## src/rtl/oscrt_pkg.sv

```systemverilog
// constants for the oscillator select and fast rc trim block
package oscrt_pkg;
  // register byte addresses
  localparam logic [7:0] OSCRT_ADDR_CONTROL = 8'h00;
  localparam logic [7:0] OSCRT_ADDR_TRIM    = 8'h04;
  localparam logic [7:0] OSCRT_ADDR_UNLOCK  = 8'h08;
  localparam logic [7:0] OSCRT_ADDR_STATUS  = 8'h0c;
  // control and trim register fields
  localparam int OSCRT_BIT_SWITCH_REQ = 0;
  localparam int OSCRT_BIT_SEC_OSC_EN = 1;
  localparam int OSCRT_BIT_USB_FROM_RC = 2;
  localparam int OSCRT_NOSC_LSB = 8;
  localparam int OSCRT_NOSC_W = 3;
  localparam int OSCRT_COSC_LSB = 12;
  localparam int OSCRT_TRIM_W = 6;
  // unlock keys written in order to the unlock register
  localparam logic [31:0] OSCRT_KEY1 = 32'haa99_6655;
  localparam logic [31:0] OSCRT_KEY2 = 32'h5566_99aa;
  // reset values
  localparam logic [2:0] OSCRT_SRC_RESET  = 3'h0;
  localparam logic [5:0] OSCRT_TRIM_RESET = 6'h00;
  // switch settle time
  localparam int OSCRT_SWITCH_NS = 200;
  localparam int OSCRT_CLK_NS = 10;
  localparam int OSCRT_SWITCH_CYC = (OSCRT_SWITCH_NS + OSCRT_CLK_NS - 1) / OSCRT_CLK_NS;
  typedef enum logic [1:0] {OSCRT_LOCKED, OSCRT_KEY1_SEEN, OSCRT_OPEN} oscrt_lock_e;
endpackage : oscrt_pkg

```

## src/rtl/oscrt_top.sv

```systemverilog
// oscillator select, clock switch and fast rc trim registers
`timescale 1ns/1ps
module oscrt_top
  import oscrt_pkg::*;
#(
  parameter int SWITCH_CYC = OSCRT_SWITCH_CYC
)(
  input  wire logic        CLK,
  input  wire logic        RESET,
  input  wire logic [7:0]  ADDR,
  input  wire logic [31:0] WDATA,
  input  wire logic        WR,
  input  wire logic        RD,
  output logic      [31:0] RDATA,
  output logic             USB_CLK_FROM_RC,
  output logic             SEC_OSC_ENABLE,
  output logic      [2:0]  CUR_CLOCK_SOURCE,
  output logic             SWITCH_BUSY,
  output logic signed [5:0] RC_TRIM_VALUE
);
  // ********************************************
  // storage
  // ********************************************
  // counter width, wide enough for any sensible settle count
  localparam int CNT_W = 16;

  oscrt_lock_e      lock_reg;
  oscrt_lock_e      lock_next;
  logic             usb_rc_reg;
  logic             usb_rc_next;
  logic             sosc_reg;
  logic             sosc_next;
  logic             req_reg;
  logic             req_next;
  logic [2:0]       nosc_reg;
  logic [2:0]       nosc_next;
  logic [2:0]       cosc_reg;
  logic [2:0]       cosc_next;
  logic [5:0]       trim_reg;
  logic [5:0]       trim_next;
  logic [CNT_W-1:0] cnt_reg;
  logic [CNT_W-1:0] cnt_next;
  logic [31:0]      rdata_reg;
  logic [31:0]      rdata_next;

  // ********************************************
  // functions
  // ********************************************
  // true when the bus address selects the given register
  function automatic logic addr_hit(input logic [7:0] a, input logic [7:0] reg_addr);
    addr_hit = a == reg_addr;
  endfunction : addr_hit

  // true when an unlock write carries the given key
  function automatic logic key_hit(input logic [31:0] d, input logic [31:0] key);
    key_hit = d == key;
  endfunction : key_hit

  // ********************************************
  // bus decode
  // ********************************************
  // write strobes per register
  wire wr_ctl    = WR && addr_hit(ADDR, OSCRT_ADDR_CONTROL);
  wire wr_trim   = WR && addr_hit(ADDR, OSCRT_ADDR_TRIM);
  wire wr_unlock = WR && addr_hit(ADDR, OSCRT_ADDR_UNLOCK);
  wire any_acc   = WR || RD;                          // any access closes the key window
  wire key1_ok   = wr_unlock && key_hit(WDATA, OSCRT_KEY1);
  wire key2_ok   = wr_unlock && key_hit(WDATA, OSCRT_KEY2);

  // protected writes land only while the gate is open
  wire unlocked  = lock_reg == OSCRT_OPEN;
  wire ctl_ok    = wr_ctl && unlocked;
  wire trim_ok   = wr_trim && unlocked;

  // a switch starts only from idle, writing zero never aborts it
  wire start     = ctl_ok && WDATA[OSCRT_BIT_SWITCH_REQ] && !req_reg;
  wire done      = req_reg && cnt_reg == CNT_W'(SWITCH_CYC - 1);

  // ********************************************
  // unlock sequence
  // ********************************************
  // key one, then key two as the very next access, then exactly one
  // protected write, after which the gate shuts again
  always_comb
  begin
    lock_next = lock_reg;
    case (lock_reg)
      OSCRT_LOCKED:
      begin
        if (key1_ok)
          lock_next = OSCRT_KEY1_SEEN;
      end
      OSCRT_KEY1_SEEN:
      begin
        if (any_acc)
          lock_next = key2_ok ? OSCRT_OPEN : OSCRT_LOCKED;
      end
      OSCRT_OPEN:
      begin
        if (wr_ctl || wr_trim)
          lock_next = OSCRT_LOCKED;
      end
      default:
        lock_next = OSCRT_LOCKED;
    endcase
  end

  // gate state register
  always_ff @(posedge CLK)
  begin
    if (RESET)
      lock_reg <= OSCRT_LOCKED;
    else
      lock_reg <= lock_next;
  end

  // ********************************************
  // control register fields
  // ********************************************
  // usb clock source select, written only when open
  assign usb_rc_next = ctl_ok ? WDATA[OSCRT_BIT_USB_FROM_RC] : usb_rc_reg;
  // secondary oscillator runs while its bit is set
  assign sosc_next   = ctl_ok ? WDATA[OSCRT_BIT_SEC_OSC_EN] : sosc_reg;
  // target source is frozen while a switch runs
  assign nosc_next   = (ctl_ok && !req_reg) ? WDATA[OSCRT_NOSC_LSB +: OSCRT_NOSC_W]
                                            : nosc_reg;

  // control field registers
  always_ff @(posedge CLK)
  begin
    if (RESET)
    begin
      usb_rc_reg <= 1'b0;
      sosc_reg   <= 1'b0;
      nosc_reg   <= OSCRT_SRC_RESET;
    end
    else
    begin
      usb_rc_reg <= usb_rc_next;
      sosc_reg   <= sosc_next;
      nosc_reg   <= nosc_next;
    end
  end

  // ********************************************
  // switch sequencer
  // ********************************************
  // request bit stays set and the old source keeps running until the
  // settle count has elapsed, then the new source takes over at once
  always_comb
  begin
    req_next  = req_reg;
    cosc_next = cosc_reg;
    cnt_next  = cnt_reg;
    if (start)
    begin
      req_next = 1'b1;
      cnt_next = '0;
    end
    else if (done)
    begin
      req_next  = 1'b0;
      cosc_next = nosc_reg;
    end
    else if (req_reg)
      cnt_next = cnt_reg + CNT_W'(1);
  end

  // sequencer registers
  always_ff @(posedge CLK)
  begin
    if (RESET)
    begin
      req_reg  <= 1'b0;
      cosc_reg <= OSCRT_SRC_RESET;
      cnt_reg  <= '0;
    end
    else
    begin
      req_reg  <= req_next;
      cosc_reg <= cosc_next;
      cnt_reg  <= cnt_next;
    end
  end

  // ********************************************
  // trim register, zero is the 8 MHz centre
  // ********************************************
  // six bit field, only written when open
  assign trim_next = trim_ok ? WDATA[OSCRT_TRIM_W-1:0] : trim_reg;

  // trim register, power-on value is the centre
  always_ff @(posedge CLK)
  begin
    if (RESET)
      trim_reg <= OSCRT_TRIM_RESET;
    else
      trim_reg <= trim_next;
  end

  // ********************************************
  // read port
  // ********************************************
  // read views of the control, trim and status registers, unused bits read zero
  wire [31:0] ctl_rd  = {16'h0000, 1'b0, cosc_reg, 1'b0, nosc_reg, 5'h00,
                         usb_rc_reg, sosc_reg, req_reg};
  wire [31:0] trim_rd = {26'h0000000, trim_reg};
  wire [31:0] stat_rd = {30'h00000000, req_reg, unlocked};

  // address select, unmapped reads give zero
  wire [31:0] rd_mux  = addr_hit(ADDR, OSCRT_ADDR_CONTROL) ? ctl_rd :
                        addr_hit(ADDR, OSCRT_ADDR_TRIM)    ? trim_rd :
                        addr_hit(ADDR, OSCRT_ADDR_STATUS)  ? stat_rd : 32'h00000000;
  // data stand for one cycle after the read strobe only
  assign rdata_next   = RD ? rd_mux : 32'h00000000;

  // read data register
  always_ff @(posedge CLK)
  begin
    if (RESET)
      rdata_reg <= '0;
    else
      rdata_reg <= rdata_next;
  end

  // ********************************************
  // outputs
  // ********************************************
  // all outputs come straight from registers, trim signed
  assign RDATA            = rdata_reg;
  assign USB_CLK_FROM_RC  = usb_rc_reg;
  assign SEC_OSC_ENABLE   = sosc_reg;
  assign CUR_CLOCK_SOURCE = cosc_reg;
  assign SWITCH_BUSY      = req_reg;
  assign RC_TRIM_VALUE    = $signed(trim_reg);
endmodule : oscrt_top

```

## config.mk

```make
export PLATFORM = sky130hd
export DESIGN_NAME = oscrt_top
export DESIGN_NICKNAME = d
export VERILOG_FILES = /design/src/rtl/oscrt_pkg.sv /design/src/rtl/oscrt_top.sv
export SDC_FILE = /design/constraint.sdc
export NUM_CORES = 1
export LEC_CHECK = 0
export BUFFER_PORTS_ARGS = -buffer_cell sky130_fd_sc_hd__buf_2
export CAP_MARGIN = 20
export CORE_UTILIZATION = 48
export CTS_CLUSTER_DIAMETER = 80
export CTS_CLUSTER_SIZE = 24
export DETAILED_ROUTE_END_ITERATION = 6
export GPL_ROUTABILITY_DRIVEN = 0
export GPL_TIMING_DRIVEN = 1
export PLACE_DENSITY = 0.79
export SLEW_MARGIN = 10
export SYNTH_ARGS = -nofsm -noshare
export SYNTH_HDL_FRONTEND = slang
export SYNTH_SLANG_ARGS = --single-unit
```

## constraint.sdc

```tcl
create_clock -name CLK -period 2.4 [get_ports CLK]
set_input_delay 0.24 -clock CLK [delete_from_list [all_inputs] [get_ports CLK]]
set_output_delay 0.24 -clock CLK [all_outputs]
set_load 0.01 [all_outputs]
```

==> out/qor.yml, run 1 <==
logic_synthesis:
  yosys_warnings: 0
  synthFlopType: "dfxtp_1"
  ys_seq_area_share_pct: 40.86
  synthesis.area_um2: 2205
  synthCells: 241
  ys_seq_elements: 45
  synthArstFlopShare_pct: 0
  synth_edf_count: 0
  post_synth_num_cell_types: 38
  syn_avg_cell_area_um2: 9.148
cts:
  clk_latency_ns: 0.30
  numCtsBuffers: 5
  clk_path_buf_depth: 2
  cts_resized: 0
  clk_pin_slew_ns: 0.08
  cts.htree.levels: 2
  cts_setup_buffers: 0
  ctsRootBufferMaster: "clkbuf_8"
  cts_hold_buf: 0
  clock-sinks: 45
  cts_tree: "built"
place:
  portBuffers: 67
  dpl.hpwl_um: 3535
power:
  ir_drop_mv: 0.2555
  power_density_nw_per_um2: 547.2
  finalPower_uw: 1427
  power_leakage_uw: 0.001125
grt:
  grt_start_max_net_pins: 20
  grt_pass1_vias: 1722
  grtUsageMet3_pct: 5.233
  grt_use_met2_pct: 32.05
  antenna_found_initial: 0
  grt_pass1_wl_um: 7776
  met1_usage_pct: 26.23
  grt_usage_pct: 19.98
  grt_overflow: 0
  grt.busiest_layer: "met2"
timing:
  rsz0062_at_grt: "no"
  relSlewSlack_pct: 56.07
  fin_tns_setup_ns: 0
  max_slew.worst_pin.slew_ns: 0.6497
  fin_crit_ns: 1.777
  fin_crit_sh_pct: 74.05
  slew_viol_final: 0
  fmax_mhz: 562.7
  finClkSkew_ns: 0.008682
  finalSetupViolCount: 0
  hold_viol_final: 0
floorplanning:
  io_pins: 88
  dieHeight_um: 69.77
  rows: 24
  coreArea_um2: 4384
  die_w_um: 69.77
  dieArea_um2: 4868
  start_util_pct: 50.29
setup_path:
  critical_path_peak_fanout: 6
  cp_top_family: "simple AND/OR/NAND/NOR gates"
  crit_type: "reg -> reg"
  crit_path_max_incr_delay_ns: 0.68
  end_kind: "register"
  path_buf_inv: 0
  startpoint_type: "register"
  crit_arrival_ns: 1.95
  crit_chain: "nor2b_1, or4b_1, mux2i_1, nor2_1"
  slowest_stage: "or4b_1"
  cp.required_ns: 2.58
final_layout:
  final_nets: 351
  drive_above_1_share_pct: 26.71
  fillers: 391
  diodes: 0
  area_growth_pct: 18.27
  largest_reg_flops: 16
route:
  drt-total-wl_um: 4562
  ant_nets: 0
  viasPerCell: 5.270
  drc: 0
  vias: 1892
  drt_iter0_drc: 105
  first_pass_iters: 4
  wl_per_cell_um: 12.71
min_path:
  min_path_type: "in -> reg"
job:
  cap_violations: 0
outcome:
  status: "finished, final reports clean"
## layer usage
metal	wire length, um	up-vias	part of all wire (%)
met2	2081	77	46
met5	0	-	0
met1	2133	862	47
li1	-	948	-
met3	295	5	6.5
met4	52	0	1.1
## cells by family (layout without fill, tap and decap cells)
family / count (synthesis) / count (layout) / synth area share, %
adder cells (fa/ha/maj): 1 / 1 / 0.5674
AO/OA/AOI/OAI: 16 / 16 / 5.108
buffers and inverters: 35 / 82 / 10.10
flip-flops: 45 / 45 / 40.86
XOR/XNOR: 14 / 14 / 5.562
multiplexers: 14 / 14 / 6.356
AND/OR/NAND/NOR: 115 / 115 / 31.27
other: 1 / 20 / 0.1701
## stage by stage
stage,instance area [um2],setup WS (ns),utilization (%),hold WS [ns],std cells
detailed placement,2487,0.3422,56.74,0.4513,351
floorplan,2276,0.5807,-,0.3399,260
global placement,2487,0.3782,56.74,0.4508,351
finish,2608,0.6228,59.47,0.1428,359
global route,2608,0.4752,59.47,0.1397,359
CTS,2608,0.6449,59.47,0.1327,359
## cell type report
cell class                      instances  area (um2)  share of cell area (%)
Inverter                                5       18.77                  0.7198
Multi-Input combinational cell        180        1152                   44.19
Clock buffer                            6       82.58                   3.167
Sequential cell                        45       900.9                   34.55
Timing Repair Buffer                   69       350.3                   13.44
Tap cell                               52       65.06                   2.495
Clock inverter                          2       37.54                   1.440
## where the power goes
part / leakage [uW] / switching [uW] / internal [uW]
clock: 0.0000574 / 248 / 338
sequential: 0.000362 / 0.000000000000817 / 746
combinational: 0.000706 / 54.6 / 39.9
total: 0.00113 / 303 / 1120
## cells in the final DEF (no fill, tap or decap), types with 2 or more instances in the layout
master,synthesis,routed
nand4_1,10,10
clkbuf_8,0,6
buf_4,20,2
inv_1,5,5
nand2_1,6,6
and3_1,2,2
a21oi_1,5,5
nor2_1,36,36
a21bo_2,3,3
and4_1,2,2
nor3_1,6,6
nor4_1,7,7
buf_2,1,67
xor2_1,3,3
and2_1,9,9
nand3_1,7,7
nor4bb_1,13,13
or4_1,3,3
nor2b_1,2,2
dfxtp_1,45,45
xnor2_1,11,11
conb_1,1,20
nor4b_1,6,6
mux2i_1,14,14
a31oi_1,3,3
## cells in the mapped netlist (5+ instances only)
master / count / area, um2
a21oi_1: 5 / 25.02
and2_1: 9 / 56.30
buf_4: 20 / 150.1
clkbuf_1: 7 / 26.28
dfxtp_1: 45 / 900.9
inv_1: 5 / 18.77
mux2i_1: 14 / 140.1
nand2_1: 6 / 22.52
nand3_1: 7 / 35.03
nand4_1: 10 / 62.56
nor2_1: 36 / 135.1
nor3_1: 6 / 30.03
nor4_1: 7 / 43.79
nor4b_1: 6 / 52.55
nor4bb_1: 13 / 130.1
xnor2_1: 11 / 96.34
## path summary, 6_finish.rpt
path | startpoint | to | slack, ns | depth (start not counted)
worst min-delay path | RD | lock_reg[0]$_SDFFE_PP0P_ | 0.14 | 2
worst min register to register | CUR_CLOCK_SOURCE[1]$_SDFFE_PP0P_ | RDATA[13]$_SDFF_PP0_ | 0.48 | 1
worst max-delay path | lock_reg[0]$_SDFFE_PP0P_ | RC_TRIM_VALUE[1]$_SDFFE_PP0P_ | 0.62 | 4
worst max register to register | lock_reg[0]$_SDFFE_PP0P_ | RC_TRIM_VALUE[1]$_SDFFE_PP0P_ | 0.62 | 4
(Power assumes the default switching activity.)
==> run 2: changes to the inputs <==
==> constraint.sdc (replaced) <==
create_clock -name CLK -period 1.8 [get_ports CLK]
set_input_delay 0.18 -clock CLK [delete_from_list [all_inputs] [get_ports CLK]]
set_output_delay 0.18 -clock CLK [all_outputs]
set_load 0.01 [all_outputs]
==> run 2 against run 1 <==
  * Clock power rose by 31%
  * Wire length increased by 9.4%
  * Combinational power grew 46%
  * Cell count rose by 3.6%
  * Count of clock-buffer cells in the layout shrank 1
  * Via count rose by 3.8%
  * Critical endpoint is now CUR_CLOCK_SOURCE[1]$_SDFFE_PP0P_
  * Flip-flop and latch count unchanged
  * Global-route usage grew 1.1 points
  * Clock skew decreased by 0.0030 ns
  * Largest cell class unchanged
  * Power up 33%
==> out/qor.yml, run 2 (same netlist as run 1, synthesis figures left out) <==
outcome:
  status: "finished, final reports clean"
cts:
  clk_latency_ns: 0.30  # about the same
  ctsRootBufferMaster: "clkbuf_8"
  cts_hold_buf: 0  # unchanged
  clock-sinks: 45  # unchanged
  clk_path_buf_depth: 2  # unchanged
  clk_pin_slew_ns: 0.09  # about the same
  cts_resized: 0  # unchanged
  cts_setup_buffers: 0  # unchanged
  cts.htree.levels: 2  # unchanged
  cts_tree: "built"
  numCtsBuffers: 5  # unchanged
floorplanning:
  coreArea_um2: 4384  # unchanged
  die_w_um: 69.77  # unchanged
  dieHeight_um: 69.77  # unchanged
  start_util_pct: 50.29  # unchanged
  rows: 24  # unchanged
  dieArea_um2: 4868  # unchanged
  io_pins: 88  # unchanged
power:
  p_int_uw: 1472  # +31%
  ir_drop_mv: 0.2772  # +8.5%
  p_sw_share_pct: 22.59  # +1.4 points
  power_leakage_uw: 0.001191  # +5.8%
  combPwrFrac_pct: 7.3  # +0.7 points
  p_switching_uw: 429.7  # +42%
  seqPwrFrac_pct: 52.3  # about the same
  power.share.clock_pct: 40.4  # -0.7 points
  power_density_nw_per_um2: 701.1  # +28%
timing:
  layout_setup_ws_ns: 0.1900  # -0.4328 ns
  hold_viol_final: 0  # unchanged
  fmax_mhz: 621.1  # +10%
  finClkSkew_ns: 0.005653  # -0.003029 ns
  max_slew.worst_pin.slew_ns: 0.4883  # -0.1615 ns
  relSlewSlack_pct: 67.02  # +11 points
  fin_tns_setup_ns: 0  # unchanged
  slew_viol_final: 0  # unchanged
  fin_crit_ns: 1.610  # -0.1672 ns
  fin_crit_sh_pct: 89.45  # +15 points
  rsz0062_at_grt: "yes"
  finalSetupViolCount: 0  # unchanged
min_path:
  min_path_type: "in -> reg"
route:
  drt-total-wl_um: 4989  # +9.4%
  ant_nets: 0  # unchanged
  viasPerCell: 5.280  # +0.18%
  vias: 1964  # +3.8%
  drc: 0  # unchanged
  drt_iter0_drc: 90  # -14%
  first_pass_iters: 4  # unchanged
  wl_per_cell_um: 13.41  # +5.5%
grt:
  grtUsageMet3_pct: 5.523  # +0.29 points
  grt_usage_pct: 21.04  # +1.1 points
  grt_start_max_net_pins: 18  # -10%
  antenna_found_initial: 0  # unchanged
  grt_pass1_vias: 1798  # +4.4%
  grt.busiest_layer: "met2"
  grt_overflow: 0  # unchanged
  grt_pass1_wl_um: 8293  # +6.6%
  grt_use_met2_pct: 34.62  # +2.6 points
  met1_usage_pct: 26.44  # +0.20 points
final_layout:
  finalNonFillerCells: 372  # +3.6%
  diodes: 0  # unchanged
  area_growth_pct: 23.04
  layout_commonest_cell: "buf_2"
  layout_common_cells: "buf_2, dfxtp_1, nor2_1, conb_1"
  final_nets: 364  # +3.7%
  largest_reg_flops: 16  # unchanged
  fillers: 399  # +2.0%
  final-seq-area_um2: 900.9  # unchanged
  multi_input_area_um2: 1152  # unchanged
  drive_above_1_share_pct: 29.69  # +3.0 points
setup_path:
  cp-endpoint: "CUR_CLOCK_SOURCE[1]$_SDFFE_PP0P_"
  slowest_stage: "and4_1"
  reg2regPathDepth: 5  # +1
  startpoint_type: "register"
  r2r-end: "CUR_CLOCK_SOURCE[1]$_SDFFE_PP0P_"
  critical_path_peak_fanout: 7  # +1
  crit_arrival_ns: 1.80  # -0.15 ns
  startpoint: "cnt_reg[0]$_SDFFE_PP0P_"
  worstReg2RegStart: "cnt_reg[0]$_SDFFE_PP0P_"
  crit_type: "reg -> reg"
  crit_path_max_incr_delay_ns: 0.42  # -0.26 ns
  end_kind: "register"
  crit_chain: "ha_1, nor4b_1, and4_1, a21bo_2, a21oi_1"
  cp.required_ns: 1.99  # -0.59 ns
  reg2reg_setup_slack_ns: 0.19  # -0.43 ns
place:
  portBuffers: 67  # unchanged
  placedCellCount: 364  # +3.7%
  place_ws_ns: -0.06587  # -0.4080 ns
  dpl.hpwl_um: 3704  # +4.8%
job:
  cap_violations: 0  # unchanged
## run 2: worst max-delay path, delay by kind of cell, from the launching register on
family / cells / cell delay [ns]
AOI/OAI and AO/OA: 2 / 0.24
adders and majority gates: 1 / 0.18
DFF: 1 / 0.38
and+or+nand+nor: 2 / 0.71
## run 2: power groups by stage
stage / Clock [uW] / Sequential [uW] / Combinational, uW
6_report: 769 / 994 / 138
5_1_grt: 818 / 995 / 151
4_1_cts: 780 / 994 / 137
3_5_place_dp: 0 / 1020 / 135
3_3_place_gp: 0 / 1020 / 134
2_1_floorplan: 0 / 1020 / 92.8
## run 2: layer usage
layer	part of all wire, %	wire length [um]
met5	0	0
met4	1.4	72
met3	6.5	324
met2	48	2378
met1	44	2213
## run 2: how the worst min path moves through the flow
stage | start | endpoint | slack [ns] | depth (start not counted)
after floorplan | RD | lock_reg[0]$_SDFFE_PP0P_ | 0.28 | 1
after global placement | RD | lock_reg[0]$_SDFFE_PP0P_ | 0.39 | 2
after detailed placement | RD | lock_reg[0]$_SDFFE_PP0P_ | 0.39 | 2
after CTS | RD | lock_reg[0]$_SDFFE_PP0P_ | 0.06 | 2
after global routing | RD | lock_reg[0]$_SDFFE_PP0P_ | 0.09 | 2
final | RD | lock_reg[0]$_SDFFE_PP0P_ | 0.07 | 2
## run 2: cell type report
cell class	count	share of cell area (%)
inverters	5	0.6919
repair buffers	82	16.97
multi-input cells	180	42.48
clock inverters	3	1.707
well taps	52	2.399
clock buffers	5	2.537
flip-flops and latches	45	33.21
## run 2: metrics by stage
step / hold WS (ns) / power, uW / util [%] / area, um2
final: 0.06813 / 1902 / 61.87 / 2713
after global routing: 0.08620 / 1964 / 61.87 / 2713
after CTS: 0.06416 / 1912 / 61.87 / 2713
after detailed placement: 0.3874 / 1153 / 59.25 / 2597
after global placement: 0.3933 / 1152 / 59.25 / 2597
after floorplan: 0.2799 / 1111 / - / 2276
